--- src/ctrl_timer_pkg.sv ---
package ctrl_timer_pkg;
  localparam logic [7:0] IDX_PRIMARY = 8'h00;
  localparam logic [7:0] IDX_CLEAR   = 8'h04;
  localparam logic [7:0] IDX_SET     = 8'h05;
  localparam logic [7:0] IDX_BUSY    = 8'h08;
  localparam int ADDR_W       = 6;
  localparam int SOFTWARE_RESET_REQUEST_BIT    = 0;
  localparam int ENABLE_BIT   = 1;
  localparam int RES_LSB      = 5;
  localparam int PRESC_LSB    = 8;
  localparam int RUN_IN_STANDBY_BIT = 11;
  localparam int PSYNC_LSB    = 12;
  localparam int AUTO_LOCK_UPDATE_BIT    = 14;
  localparam int CPTEN_LSB    = 24;
  localparam int LOCK_BUFFER_UPDATE_BIT     = 1;
  localparam int CMD_LSB      = 5;
  localparam int BUSY_SOFTWARE_RESET_REQUEST   = 0;
  localparam int BUSY_ENABLE  = 1;
  localparam int BUSY_CTRLB   = 2;
  localparam logic [31:0] PRIMARY_RST = 32'h0000_0000;
  localparam logic [7:0]  CTRLB_RST   = 8'h00;
  localparam int SYNC_CYCLES  = 3;
  localparam logic [1:0] RESP_OKAY   = 2'h0;
  localparam logic [1:0] RESP_SLVERR = 2'h2;
  typedef enum logic [2:0] {
    CMD_NONE     = 3'h0,
    CMD_RETRIG   = 3'h1,
    CMD_STOP     = 3'h2,
    CMD_UPDATE   = 3'h3,
    CMD_COUNT_READ_SYNC_COMMAND = 3'h4
  } cmd_t;
  typedef enum logic [1:0] {
    PSYNC_GCLK   = 2'h0,
    PSYNC_PRESC  = 2'h1,
    PSYNC_RESYNC = 2'h2,
    PSYNC_RSVD   = 2'h3
  } psync_t;
endpackage : ctrl_timer_pkg

--- src/control_timer_ctrl_regs.sv ---
module control_timer_ctrl_regs #(
  parameter int NUM_CH   = 4,
  parameter int SYNC_LEN = ctrl_timer_pkg::SYNC_CYCLES
) (
  // clock, reset, enable
  input  wire logic                              CLOCK_I,
  input  wire logic                              RST_I,
  input  wire logic                              CE_I,
  // axi4-lite write
  input  wire logic [ctrl_timer_pkg::ADDR_W-1:0] AWADDR_I,
  input  wire logic                              AWVALID_I,
  output logic                                   AWREADY_O,
  input  wire logic [31:0]                       WDATA_I,
  input  wire logic [3:0]                        WSTRB_I,
  input  wire logic                              WVALID_I,
  output logic                                   WREADY_O,
  output logic [1:0]                             BRESP_O,
  output logic                                   BVALID_O,
  input  wire logic                              BREADY_I,
  // axi4-lite read
  input  wire logic [ctrl_timer_pkg::ADDR_W-1:0] ARADDR_I,
  input  wire logic                              ARVALID_I,
  output logic                                   ARREADY_O,
  output logic [31:0]                            RDATA_O,
  output logic [1:0]                             RRESP_O,
  output logic                                   RVALID_O,
  input  wire logic                              RREADY_I,
  // system and counter events
  input  wire logic                              WP_EN_I,
  input  wire logic                              STANDBY_I,
  input  wire logic                              OVF_EVT_I,
  input  wire logic                              RETRIG_EVT_I,
  input  wire logic                              UPD_COND_I,
  // timer controls
  output logic                                   TIMER_RUN_O,
  output logic                                   PRESC_TICK_O,
  output logic                                   COUNT_RELOAD_O,
  output logic                                   CMD_STOP_O,
  output logic                                   CMD_COUNT_READ_SYNC_COMMAND_O,
  output logic                                   BUF_COPY_O,
  output logic                                   LOCK_UPDATE_O,
  output logic                                   SOFT_RESET_O,
  output logic [3:0]                             CAPTURE_EN_O,
  output logic [2:0]                             DITHER_BITS_O
);
  import ctrl_timer_pkg::*;

  initial
  begin
    if (NUM_CH < 1 || NUM_CH > 4)
      $error("NUM_CH must be 1 to 4");
    if (SYNC_LEN < 1 || SYNC_LEN > 15)
      $error("SYNC_LEN must be 1 to 15");
  end

  localparam logic [3:0] CH_MASK = 4'((1 << NUM_CH) - 1);
  localparam logic [3:0] SYNC_LD = 4'(SYNC_LEN);
  localparam logic [ADDR_W-1:0] A_PRI = ADDR_W'({IDX_PRIMARY, 2'b00});
  localparam logic [ADDR_W-1:0] A_CLR = ADDR_W'({IDX_CLEAR, 2'b00});
  localparam logic [ADDR_W-1:0] A_SET = ADDR_W'({IDX_SET, 2'b00});
  localparam logic [ADDR_W-1:0] A_BSY = ADDR_W'({IDX_BUSY, 2'b00});

  // primary control fields
  logic [3:0]  cpten_r;
  logic        auto_lock_update_r;
  psync_t      psync_r;
  logic        run_in_standby_r;
  logic [2:0]  presc_r;
  logic [1:0]  res_r;
  logic        enable_bit_r;
  logic        software_reset_request_r;
  logic        enabled_r;
  // secondary control shared by set and clear views
  logic        lock_buffer_update_r;
  cmd_t        pend_r;
  logic [7:0]  stage_r;
  logic        stage_set_r;
  // bus side
  logic              aw_got_r;
  logic              w_got_r;
  logic [ADDR_W-1:0] waddr_r;
  logic [31:0]       wdata_r;
  logic [3:0]        wstrb_r;
  // timer side
  logic [9:0]  pcnt_r;
  logic        reload_wait_r;

  logic        wr_fire;
  logic        wr_ok;
  logic        wr_pri;
  logic        wr_ctrlb;
  logic        software_reset_request_go;
  logic        en_go;
  logic        prot_en;
  logic [2:0]  sgo;
  logic [2:0]  sbusy;
  logic [2:0]  sdone;
  logic [9:0]  pterm;
  logic        running;
  logic        tick;
  logic        exec;
  logic        retrig;
  logic        apply_set;
  logic        apply_clr;
  cmd_t        stage_cmd;
  logic [31:0] pri_view;
  logic [31:0] rd_data;
  logic        rd_hit;

  // the whole handshake waits for the response slot, so one write at a time
  assign AWREADY_O = !aw_got_r && !BVALID_O;
  assign WREADY_O  = !w_got_r && !BVALID_O;
  assign ARREADY_O = !RVALID_O;
  assign wr_fire   = aw_got_r && w_got_r && !BVALID_O;

  always_ff @(posedge CLOCK_I)
  begin
    if (RST_I)
    begin
      aw_got_r <= 1'b0;
      w_got_r  <= 1'b0;
      waddr_r  <= '0;
      wdata_r  <= 32'h0;
      wstrb_r  <= 4'h0;
    end
    else if (CE_I)
    begin
      if (AWVALID_I && AWREADY_O)
      begin
        aw_got_r <= 1'b1;
        waddr_r  <= AWADDR_I;
      end
      else if (wr_fire)
        aw_got_r <= 1'b0;
      if (WVALID_I && WREADY_O)
      begin
        w_got_r <= 1'b1;
        wdata_r <= WDATA_I;
        wstrb_r <= WSTRB_I;
      end
      else if (wr_fire)
        w_got_r <= 1'b0;
    end
  end

  always_ff @(posedge CLOCK_I)
  begin
    if (RST_I)
    begin
      BVALID_O <= 1'b0;
      BRESP_O  <= RESP_OKAY;
    end
    else if (CE_I)
    begin
      if (wr_fire)
      begin
        BVALID_O <= 1'b1;
        BRESP_O  <= (wr_pri || wr_ctrlb || waddr_r == A_BSY) ?
                    RESP_OKAY : RESP_SLVERR;
      end
      else if (BREADY_I)
        BVALID_O <= 1'b0;
    end
  end

  // write decode; protection and an ongoing reset drop the write silently
  assign prot_en  = enable_bit_r || enabled_r;
  assign wr_ok    = wr_fire && !WP_EN_I && !software_reset_request_r;
  assign wr_pri   = waddr_r == A_PRI;
  assign wr_ctrlb = (waddr_r == A_CLR) || (waddr_r == A_SET);
  assign software_reset_request_go = wr_ok && wr_pri && wstrb_r[0]
                    && wdata_r[SOFTWARE_RESET_REQUEST_BIT];
  assign en_go    = wr_ok && wr_pri && wstrb_r[0] && !software_reset_request_go;
  assign sgo      = {wr_ok && wr_ctrlb && wstrb_r[0], en_go, software_reset_request_go};

  // one delay line per busy flag stands in for the timer clock crossing
  genvar gi;
  generate
    for (gi = 0; gi < 3; gi++)
    begin : g_sync
      logic [3:0] scnt_r;
      assign sbusy[gi] = scnt_r != 4'h0;
      assign sdone[gi] = scnt_r == 4'h1;
      always_ff @(posedge CLOCK_I)
      begin
        if (RST_I)
          scnt_r <= 4'h0;
        else if (CE_I)
        begin
          if (gi != 0 && sdone[0])
            scnt_r <= 4'h0;
          else if (sgo[gi])
            scnt_r <= SYNC_LD;
          else if (sbusy[gi])
            scnt_r <= scnt_r - 4'h1;
        end
      end
    end
  endgenerate

  // primary control: fields act at once, enable goes through the sync line
  always_ff @(posedge CLOCK_I)
  begin
    if (RST_I || (CE_I && sdone[0]))
    begin
      cpten_r      <= PRIMARY_RST[CPTEN_LSB +: 4];
      auto_lock_update_r      <= PRIMARY_RST[AUTO_LOCK_UPDATE_BIT];
      psync_r      <= psync_t'(PRIMARY_RST[PSYNC_LSB +: 2]);
      run_in_standby_r   <= PRIMARY_RST[RUN_IN_STANDBY_BIT];
      presc_r      <= PRIMARY_RST[PRESC_LSB +: 3];
      res_r        <= PRIMARY_RST[RES_LSB +: 2];
      enable_bit_r <= PRIMARY_RST[ENABLE_BIT];
      software_reset_request_r      <= PRIMARY_RST[SOFTWARE_RESET_REQUEST_BIT];
      enabled_r    <= 1'b0;
    end
    else if (CE_I)
    begin
      if (software_reset_request_go)
        software_reset_request_r <= 1'b1;
      if (en_go)
        enable_bit_r <= wdata_r[ENABLE_BIT];
      if (sdone[1])
        enabled_r <= enable_bit_r;
      if (wr_ok && wr_pri && !software_reset_request_go && !prot_en)
      begin
        if (wstrb_r[3])
          cpten_r <= wdata_r[CPTEN_LSB +: 4] & CH_MASK;
        if (wstrb_r[1])
        begin
          auto_lock_update_r    <= wdata_r[AUTO_LOCK_UPDATE_BIT];
          run_in_standby_r <= wdata_r[RUN_IN_STANDBY_BIT];
          presc_r    <= wdata_r[PRESC_LSB +: 3];
          if (wdata_r[PSYNC_LSB +: 2] != PSYNC_RSVD)
            psync_r <= psync_t'(wdata_r[PSYNC_LSB +: 2]);
        end
        if (wstrb_r[0])
          res_r <= wdata_r[RES_LSB +: 2];
      end
    end
  end

  // secondary control staging; applied when the transfer completes
  always_ff @(posedge CLOCK_I)
  begin
    if (RST_I)
    begin
      stage_r     <= CTRLB_RST;
      stage_set_r <= 1'b0;
    end
    else if (CE_I && sgo[2])
    begin
      stage_r     <= wdata_r[7:0];
      stage_set_r <= waddr_r == A_SET;
    end
  end

  assign stage_cmd = cmd_t'(stage_r[CMD_LSB +: 3]);
  assign apply_set = sdone[2] && stage_set_r;
  assign apply_clr = sdone[2] && !stage_set_r;

  // timer-side prescaler: divide by 2^shift, codes 5..7 skip shifts 5,7,9
  always_comb
  begin
    case (presc_r)
      3'h0: pterm = 10'h000;
      3'h1: pterm = 10'h001;
      3'h2: pterm = 10'h003;
      3'h3: pterm = 10'h007;
      3'h4: pterm = 10'h00f;
      3'h5: pterm = 10'h03f;
      3'h6: pterm = 10'h0ff;
      default: pterm = 10'h3ff;
    endcase
  end

  assign running = enabled_r && !(STANDBY_I && !run_in_standby_r);
  assign tick    = running && pcnt_r >= pterm;
  assign exec    = tick && pend_r != CMD_NONE;
  assign retrig  = running && (RETRIG_EVT_I ||
                   (exec && pend_r == CMD_RETRIG));

  always_ff @(posedge CLOCK_I)
  begin
    // a disabled divider restarts from zero, so a new divide value never
    // finds the count already past its terminal value
    if (RST_I || (CE_I && (sdone[0] || !enabled_r)))
      pcnt_r <= 10'h000;
    else if (CE_I)
    begin
      if (retrig && psync_r == PSYNC_RESYNC)
        pcnt_r <= 10'h000;
      else if (tick)
        pcnt_r <= 10'h000;
      else if (running)
        pcnt_r <= pcnt_r + 10'h001;
    end
  end

  // pending command and lock bit; hardware set wins over any clear but the soft reset
  always_ff @(posedge CLOCK_I)
  begin
    if (RST_I || (CE_I && sdone[0]))
    begin
      pend_r <= cmd_t'(CTRLB_RST[CMD_LSB +: 3]);
      lock_buffer_update_r <= CTRLB_RST[LOCK_BUFFER_UPDATE_BIT];
    end
    else if (CE_I)
    begin
      if (apply_set && stage_cmd != CMD_NONE
          && stage_r[CMD_LSB +: 3] <= 3'h4)
        pend_r <= stage_cmd;
      else if (exec)
        pend_r <= CMD_NONE;
      else if (apply_clr && stage_cmd != CMD_NONE
               && stage_cmd == pend_r)
        pend_r <= CMD_NONE;
      if ((auto_lock_update_r && running && (OVF_EVT_I || retrig))
          || (apply_set && stage_r[LOCK_BUFFER_UPDATE_BIT]))
        lock_buffer_update_r <= 1'b1;
      else if (apply_clr && stage_r[LOCK_BUFFER_UPDATE_BIT])
        lock_buffer_update_r <= 1'b0;
    end
  end

  // registered timer controls
  always_ff @(posedge CLOCK_I)
  begin
    if (RST_I)
    begin
      PRESC_TICK_O   <= 1'b0;
      COUNT_RELOAD_O <= 1'b0;
      CMD_STOP_O     <= 1'b0;
      CMD_COUNT_READ_SYNC_COMMAND_O <= 1'b0;
      BUF_COPY_O     <= 1'b0;
      SOFT_RESET_O   <= 1'b0;
      reload_wait_r  <= 1'b0;
    end
    else if (CE_I)
    begin
      PRESC_TICK_O   <= tick;
      CMD_STOP_O     <= exec && pend_r == CMD_STOP;
      CMD_COUNT_READ_SYNC_COMMAND_O <= exec && pend_r == CMD_COUNT_READ_SYNC_COMMAND;
      SOFT_RESET_O   <= sdone[0];
      // capture mode disables the lock on buffer copies
      BUF_COPY_O <= (UPD_COND_I || (exec && pend_r == CMD_UPDATE))
                    && (!lock_buffer_update_r || (cpten_r != 4'h0));
      COUNT_RELOAD_O <= 1'b0;
      if (retrig)
      begin
        case (psync_r)
          PSYNC_GCLK, PSYNC_RESYNC: COUNT_RELOAD_O <= 1'b1;
          PSYNC_PRESC: reload_wait_r <= 1'b1;
          default: reload_wait_r <= reload_wait_r;
        endcase
      end
      else if (reload_wait_r && tick)
      begin
        COUNT_RELOAD_O <= 1'b1;
        reload_wait_r  <= 1'b0;
      end
      if (sdone[0])
        reload_wait_r <= 1'b0;
    end
  end

  always_ff @(posedge CLOCK_I)
  begin
    if (RST_I)
    begin
      CAPTURE_EN_O  <= 4'h0;
      DITHER_BITS_O <= 3'h0;
      LOCK_UPDATE_O <= 1'b0;
      TIMER_RUN_O   <= 1'b0;
    end
    else if (CE_I)
    begin
      CAPTURE_EN_O  <= cpten_r;
      DITHER_BITS_O <= (res_r == 2'h0) ? 3'h0 :
                       3'(4'h3 + {2'h0, res_r});
      LOCK_UPDATE_O <= lock_buffer_update_r;
      TIMER_RUN_O   <= running;
    end
  end

  // read side
  assign pri_view = {4'h0, cpten_r, 9'h000, auto_lock_update_r, psync_r,
                     run_in_standby_r, presc_r, 1'b0, res_r, 3'h0,
                     enable_bit_r, software_reset_request_r};

  always_comb
  begin
    rd_hit  = 1'b1;
    if (ARADDR_I == A_PRI)
      rd_data = pri_view;
    else if (ARADDR_I == A_CLR || ARADDR_I == A_SET)
      rd_data = {24'h0, pend_r, 3'h0, lock_buffer_update_r, 1'b0};
    else if (ARADDR_I == A_BSY)
      rd_data = {29'h0, sbusy};
    else
    begin
      rd_data = 32'h0;
      rd_hit  = 1'b0;
    end
  end

  always_ff @(posedge CLOCK_I)
  begin
    if (RST_I)
    begin
      RVALID_O <= 1'b0;
      RDATA_O  <= 32'h0;
      RRESP_O  <= RESP_OKAY;
    end
    else if (CE_I)
    begin
      if (ARVALID_I && ARREADY_O)
      begin
        RVALID_O <= 1'b1;
        RDATA_O  <= rd_data;
        RRESP_O  <= rd_hit ? RESP_OKAY : RESP_SLVERR;
      end
      else if (RREADY_I)
        RVALID_O <= 1'b0;
    end
  end
endmodule : control_timer_ctrl_regs

--- config.mk ---
export PLATFORM = sky130hd
export DESIGN_NAME = control_timer_ctrl_regs
export DESIGN_NICKNAME = d
export VERILOG_FILES = /design/src/ctrl_timer_pkg.sv /design/src/control_timer_ctrl_regs.sv
export SDC_FILE = /design/constraint.sdc
export NUM_CORES = 1
export LEC_CHECK = 0
export ABC_AREA = 1
export BUFFER_PORTS_ARGS = -buffer_cell sky130_fd_sc_hd__buf_2
export CAP_MARGIN = 20
export CELL_PAD_IN_SITES_DETAIL_PLACEMENT = 0
export CELL_PAD_IN_SITES_GLOBAL_PLACEMENT = 1
export CORE_MARGIN = 2
export CORE_UTILIZATION = 39
export CTS_CLUSTER_DIAMETER = 80
export CTS_CLUSTER_SIZE = 40
export DETAILED_ROUTE_END_ITERATION = 6
export GPL_TIMING_DRIVEN = 0
export PLACE_DENSITY = 0.87
export SETUP_SLACK_MARGIN = 0.15
export SKIP_LAST_GASP = 1
export SYNTH_ARGS = -nofsm -noshare
export SYNTH_HDL_FRONTEND = slang
export SYNTH_SLANG_ARGS = --single-unit
--- constraint.sdc ---
create_clock -name CLOCK_I -period 2.2 [get_ports CLOCK_I]
set_clock_uncertainty 0.05 [all_clocks]
set_input_delay 0.44 -clock CLOCK_I [delete_from_list [all_inputs] [get_ports CLOCK_I]]
set_output_delay 0.44 -clock CLOCK_I [all_outputs]
set_load 0.02 [all_outputs]
# Yosys cells after proc, flatten, opt, wreduce, memory -nomap -nowiden
# Index checks and enable logic that the tools add are counted.
classes:
  n_reduce_logical: 113
  muxes: 40
  eq_ne: 24
  magnitude_cmp: 2
  n_addsub: 5
ops:
  columns: ["cell", "count"]
  rows:
  - ["case mux 10 bit (7 select lines)", 1]
  - ["logical AND 1 bit", 42]
  - ["AND reduction 2 bit", 17]
  - ["two-way mux 4 bit", 8]
  - ["two-way mux 10 bit", 3]
  - ["two-way mux 28 bit", 1]
  - ["equality test 6 x 5 -> 1 bit, second input constant", 4]
  - ["nonzero test 3 bit", 7]
  - ["two-way mux 1 bit", 19]
  - ["nonzero test 4 bit", 4]
  - ["two-way mux 3 bit", 5]
  - ["logical NOT 1 bit", 13]
  - ["logical OR 1 bit", 13]
  - ["equality test 3 x 2 -> 1 bit, second input constant", 4]
  - ["equality test 3 bit, second input constant", 4]
  - ["equality test 4 x 1 -> 1 bit, second input constant", 3]
  - ["equality test 6 bit, second input constant", 2]
  - ["logical NOT 6 bit", 2]
  - ["AND reduction 3 bit", 4]
  - ["nonzero test 2 bit", 6]
  - ["subtractor 4 x 1 -> 4 bit, second input constant", 3]
  - ["adder 10 x 1 -> 10 bit, second input constant", 1]
  - ["greater-or-equal comparator 10 bit", 1]
  - ["two-way mux 8 bit", 1]
  - ["other kinds (13)", 16]
totals:
  input_bits: 61
  wordCells: 222
  output_inout_bits: 56
  ff_bits: 145

# Longest topological paths before layout
logic_depth:
  ltp_word: 14
  depth_mapped: 19
  depth_no_buf: 19

# Least setup slack after synthesis
# No wires, ideal clock.
synth_path:
  path_type: "flip-flop to flip-flop"
  from: "register presc_r[1]"
  to: "register pend_r[0]"
  arrival_time_ns: 1.710
  synth_period_minus_slack_ns: 1.873
  stages_incl_launch_ff: 19
  n_path_buf: 0
  setup_time_ns: 0.113
  path_slack_ns: 0.327
  required_time_ns: 2.037
  path_cell_list: "dfxtp_1 nor2_1 nand2_1 ha_1 inv_1 nand2_1 nand2_1 nand2_1 nand2_1 nand2_1 nand2_1 nand2_1 nand2_2 a21oi_2 nand2_1 nand3_2 nand2_2 nor2_1 nor2_1"
synth_between:
  elab_chain_len: 7
  word_cells_on_any_way: 15
  classes_between: "order compare: 1; eq/ne: 6; mux: 3; reduce/logical: 5"
synth_rtl:
  columns: ["element", "line_no", "rtl"]
  rows:
  - ["from (decl)", "control_timer_ctrl_regs.sv:68", "logic [2:0] presc_r;"]
  - ["from (signal assigned)", "control_timer_ctrl_regs.sv:210", "presc_r <= PRIMARY_RST[PRESC_LSB +: 3];"]
  - ["from (signal assigned)", "control_timer_ctrl_regs.sv:232", "presc_r <= wdata_r[PRESC_LSB +: 3];"]
  - ["equality test 3 bit (tied with other cells)", "control_timer_ctrl_regs.sv:264", "case (presc_r)"]
  - ["case mux 10 bit (7 select lines) (*)", "control_timer_ctrl_regs.sv:264", null]
  - ["greater-or-equal comparator 10 bit (*)", "control_timer_ctrl_regs.sv:277", "assign tick = running && pcnt_r >= pterm;"]
  - ["logical AND 1 bit (*)", "control_timer_ctrl_regs.sv:277", null]
  - ["logical AND 1 bit (*)", "control_timer_ctrl_regs.sv:278", "assign exec = tick && pend_r != CMD_NONE;"]
  - ["nonzero test 3 bit (no source line) or two-way mux 3 bit (tied branches)", null, null]
  - ["AND reduction 2 bit (no source line) or two-way mux 3 bit (tied branches)", null, null]
  - ["to (signal assigned)", "control_timer_ctrl_regs.sv:304", "pend_r <= cmd_t'(CTRLB_RST[CMD_LSB +: 3]);"]
  - ["to (signal assigned)", "control_timer_ctrl_regs.sv:311", "pend_r <= stage_cmd;"]
  - ["to (decl)", "control_timer_ctrl_regs.sv:75", "cmd_t pend_r;"]
# Every way passes the cells marked *; elsewhere a longest branch is shown, timed or not.
# A chain may end at the register's enable or synchronous reset.

# Worst setup path after layout
layout_path:
  from: "register presc_r[2]"
  to: "register pcnt_r[1]"
layout_between:
  elab_chain_len: 11
  word_cells_on_any_way: 19
  classes_between: "order compare: 1; eq/ne: 6; mux: 3; reduce/logical: 9"
layout_rtl:
  columns: ["element", "line_no", "rtl"]
  rows:
  - ["equality test 3 bit (tied with other cells)", "control_timer_ctrl_regs.sv:264", null]
  - ["case mux 10 bit (7 select lines) (*)", "control_timer_ctrl_regs.sv:264", null]
  - ["greater-or-equal comparator 10 bit (*)", "control_timer_ctrl_regs.sv:277", null]
  - ["logical AND 1 bit (*)", "control_timer_ctrl_regs.sv:277", null]
  - ["logical AND 1 bit", "control_timer_ctrl_regs.sv:278", null]
  - ["logical AND 1 bit", "control_timer_ctrl_regs.sv:280", "(exec && pend_r == CMD_RETRIG));"]
  - ["logical OR 1 bit", "control_timer_ctrl_regs.sv:279", "assign retrig = running && (RETRIG_EVT_I ||"]
  - ["logical AND 1 bit", "control_timer_ctrl_regs.sv:279", null]
  - ["logical AND 1 bit", "control_timer_ctrl_regs.sv:290", "if (retrig && psync_r == PSYNC_RESYNC)"]
  - ["nonzero test 3 bit (no source line)", null, null]
  - ["AND reduction 2 bit (no source line)", null, null]
  - ["to (signal assigned)", "control_timer_ctrl_regs.sv:295", "pcnt_r <= pcnt_r + 10'h001;"]
  - ["to (decl)", "control_timer_ctrl_regs.sv:85", "logic [9:0] pcnt_r;"]
# Marked as above.

==> impl_metrics.toml <==
[clock_tree]
cts_tree = "done"
root_buffer = "clkbuf_16"
clk_pin_slew_ns = 0.07
htreeDepth = 3
clock-sinks = 111
numCtsBuffers = 9
clock_latency_ns = 0.35
clk_path_buf_depth = 2

[synth]
synth_top_area_cell = "dfxtp_1"
ys_ff_latch = 111
synth_common_cells = "dfxtp_1 (111), nor2_1 (95), inv_1 (75), nand2_1 (75), o21ai_0 (71)"
ys_async_sr_fraction = 0
seq_area_frac_synth = 0.429
yosysMostFrequentCell = "dfxtp_1"
postSynthCellCount = 685
avgSynthCellArea_um2 = 7.57
synth_edf_count = 0
synth_area_leaders = "dfxtp_1 (43%), nor2_1 (6.9%), o21ai_0 (6.9%)"
netlist_area_um2 = 5180
yosys.cell_types.count = 48
synth_top_area_frac = 0.429
synth_ff_type = "dfxtp_1"
yosysWarningCount = 0

[route]
finalWirelength_mm = 14.1
drtAntennaViolNets = 0
via_per_inst = 4.90
drtIter0Drc = 293
vias = 4811
routedWlPerCell_um = 14.4
first_pass_iters = 4
drcViolationCount = 0

[timing]
fin_crit_ns = 2.16
timing_hold_violations_final = 0
rsz0062_at_grt = "true"
max_freq_ghz = 0.464
worstMarginPinSlew_ns = 0.780
fin_crit_sh = 0.980
setup_viol = 0
maxSlewViolCount = 0
slew_headroom = 0.480
tns_ns = 0

[setup_path]
worstPathMaxFanout = 8
crit_slowest_cell = "dfxtp_4"
crit_path_end_kind = "flip-flop"
cp.arrival_ns = 2.38
path_buf_inv = 2
critPathLaunchType = "flip-flop"
crit_chain = "inv_1 -> ha_1 -> a21o_1 -> nor2_1 -> nand2_1 -> nand2_1 -> nand2_1 -> nand2_2 -> nand2_4 -> buf_6 -> nor2_4 -> nand3_2 -> a21oi_1"
path_common_cell = "nand2_1"
worst_path_dominant_cell_family = "simple AND/OR/NAND/NOR gates"
cp.required_ns = 2.43
cpPeakStageDelay_ns = 0.38
worstSetupPathType = "reg -> reg"

[floorplanning]
ioPinCount = 117
core_area_um2 = 13100
die_area_um2 = 14200
die_h_um = 119
die_w_um = 119
row_count = 42
initial_core_util = 0.395

[finish]
diodes = 0
final_cell_area_um2 = 6370
fill_cells = 1379
area_growth_pct = 22.8
drive_above_1_share = 0.229
nets = 877

[job]
maxCapViolations = 0

[power]
p_leak_uw = 0.00274
p_per_area_nw_per_um2 = 806
peakVddDrop_uv = 415

[global_route]
antenna_found_initial = 0
grt_pass1_wl_mm = 22.0
grt_overflow_total = 0
grt_pass1_vias = 4375
grt_usage = 0.197
grt_max_degree = 19

[place]
gp_congestion = 0.921
port_buffers = 82
hpwl_mm = 10.4
postPlaceCellArea_um2 = 5880

[min_path]
min_path_type = "in -> reg"

[status]
status = "complete, no violations"
## report_power, final
| group | leakage, uW | switching, uW | internal [uW] |
|---|---|---|---|
| Clock | 0.000139 | 768 | 848 |
| Sequential | 0.000907 | 111 | 2180 |
| Combinational | 0.00170 | 789 | 434 |
## layer usage
layer  share of wire  vias to the layer above  wire length, um  global-route usage
met2            0.47                      110             6600               0.319
met3           0.043                       16              605              0.0441
met4           0.019                        0              264              0.0581
li1                -                     2479                -                   -
met5               0                        -                0                   0
met1            0.47                     2206             6630               0.265
## cell usage in the layout, fill, tap and decap left out, types with 6 or more instances in the layout
cell and n:
a211oi_1 17, a21oi_1 63, a21oi_2 6, buf_2 85
buf_4 21, clkbuf_1 19, clkbuf_16 9, conb_1 17
dfxtp_1 109, ha_1 15, inv_1 72, inv_2 7
nand2_1 69, nand2_2 11, nand3_1 26, nand3_2 11
nand4_1 6, nor2_1 93, nor3_1 11, o21ai_0 71
xor2_1 6
## path summary, 6_finish.rpt
path | from | endpoint | slack (ns) | cells after the start
max | presc_r[2] | pcnt_r[1] | 0.04 | 13
max reg2reg | presc_r[2] | pcnt_r[1] | 0.04 | 13
min reg2reg | reload_wait_r | reload_wait_r | 0.40 | 2
min | AWADDR_I[0] | waddr_r[0] | 0.29 | 3
## state kept, by name (all words and copies together), names as in the netlist, 2 cells and up
| name | count |
|---|---|
| RDATA_O | 17 |
| wdata_r | 16 |
| g_sync.scnt_r | 12 |
| pcnt_r | 10 |
| waddr_r | 6 |
| CAPTURE_EN_O | 4 |
| cpten_r | 4 |
| stage_r | 4 |
| DITHER_BITS_O | 3 |
| pend_r | 3 |
| presc_r | 3 |
| wstrb_r | 3 |
| psync_r | 2 |
| res_r | 2 |
## tightest hold or removal path: stages
cell	delay (ns)
buf_2	0.07
o21ai_0	0.07
nor2_1	0.08
## cells by family after synthesis
kind of cell,count (synthesis),share of synthesized area
xor+xnor,9,0.0152
mux,1,0.00193
buf+inv,121,0.101
other cells,1,0.000723
compound gates,181,0.197
simple gates,245,0.217
fa+ha+maj,16,0.0386
flops,111,0.429
## layout make-up
cell class                 instances  area, um2  area share
clock buffer                      12        256      0.0403
inverter                          80        300      0.0472
timing repair buffer              87        452      0.0710
tap                              176        220      0.0346
sequential                       111       2230       0.350
clock inverter                     4       37.5     0.00590
buffer                            41        226      0.0356
multi-input combinational        470       2640       0.415
## metrics by stage
| stage | utilization | hold WS [ns] | cells | total power, uW | setup slack, ns |
|---|---|---|---|---|---|
| finish | 0.485 | 0.285 | 981 | 5130 | 0.0437 |
| global route | 0.485 | 0.299 | 981 | 5440 | -0.107 |
| CTS | 0.474 | 0.279 | 978 | 5140 | 0.125 |
| detailed placement | 0.447 | 0.398 | 959 | 3520 | -0.220 |
| global placement | 0.447 | 0.394 | 959 | 3510 | -0.185 |
| floorplan | - | 0.379 | 701 | 3200 | 0.327 |
## what timing repair did
action                                  4_1_cts  5_1_grt
endpoints found under the setup margin       28       24
hold endpoints to repair                      0        0
gates cloned                                  0        1
resized for setup                            11       29
hold buffers                                  0        0
pin swaps                                     2       16
setup buffers                                 3        2
Note: power is estimated with default switching activity, not from simulation.
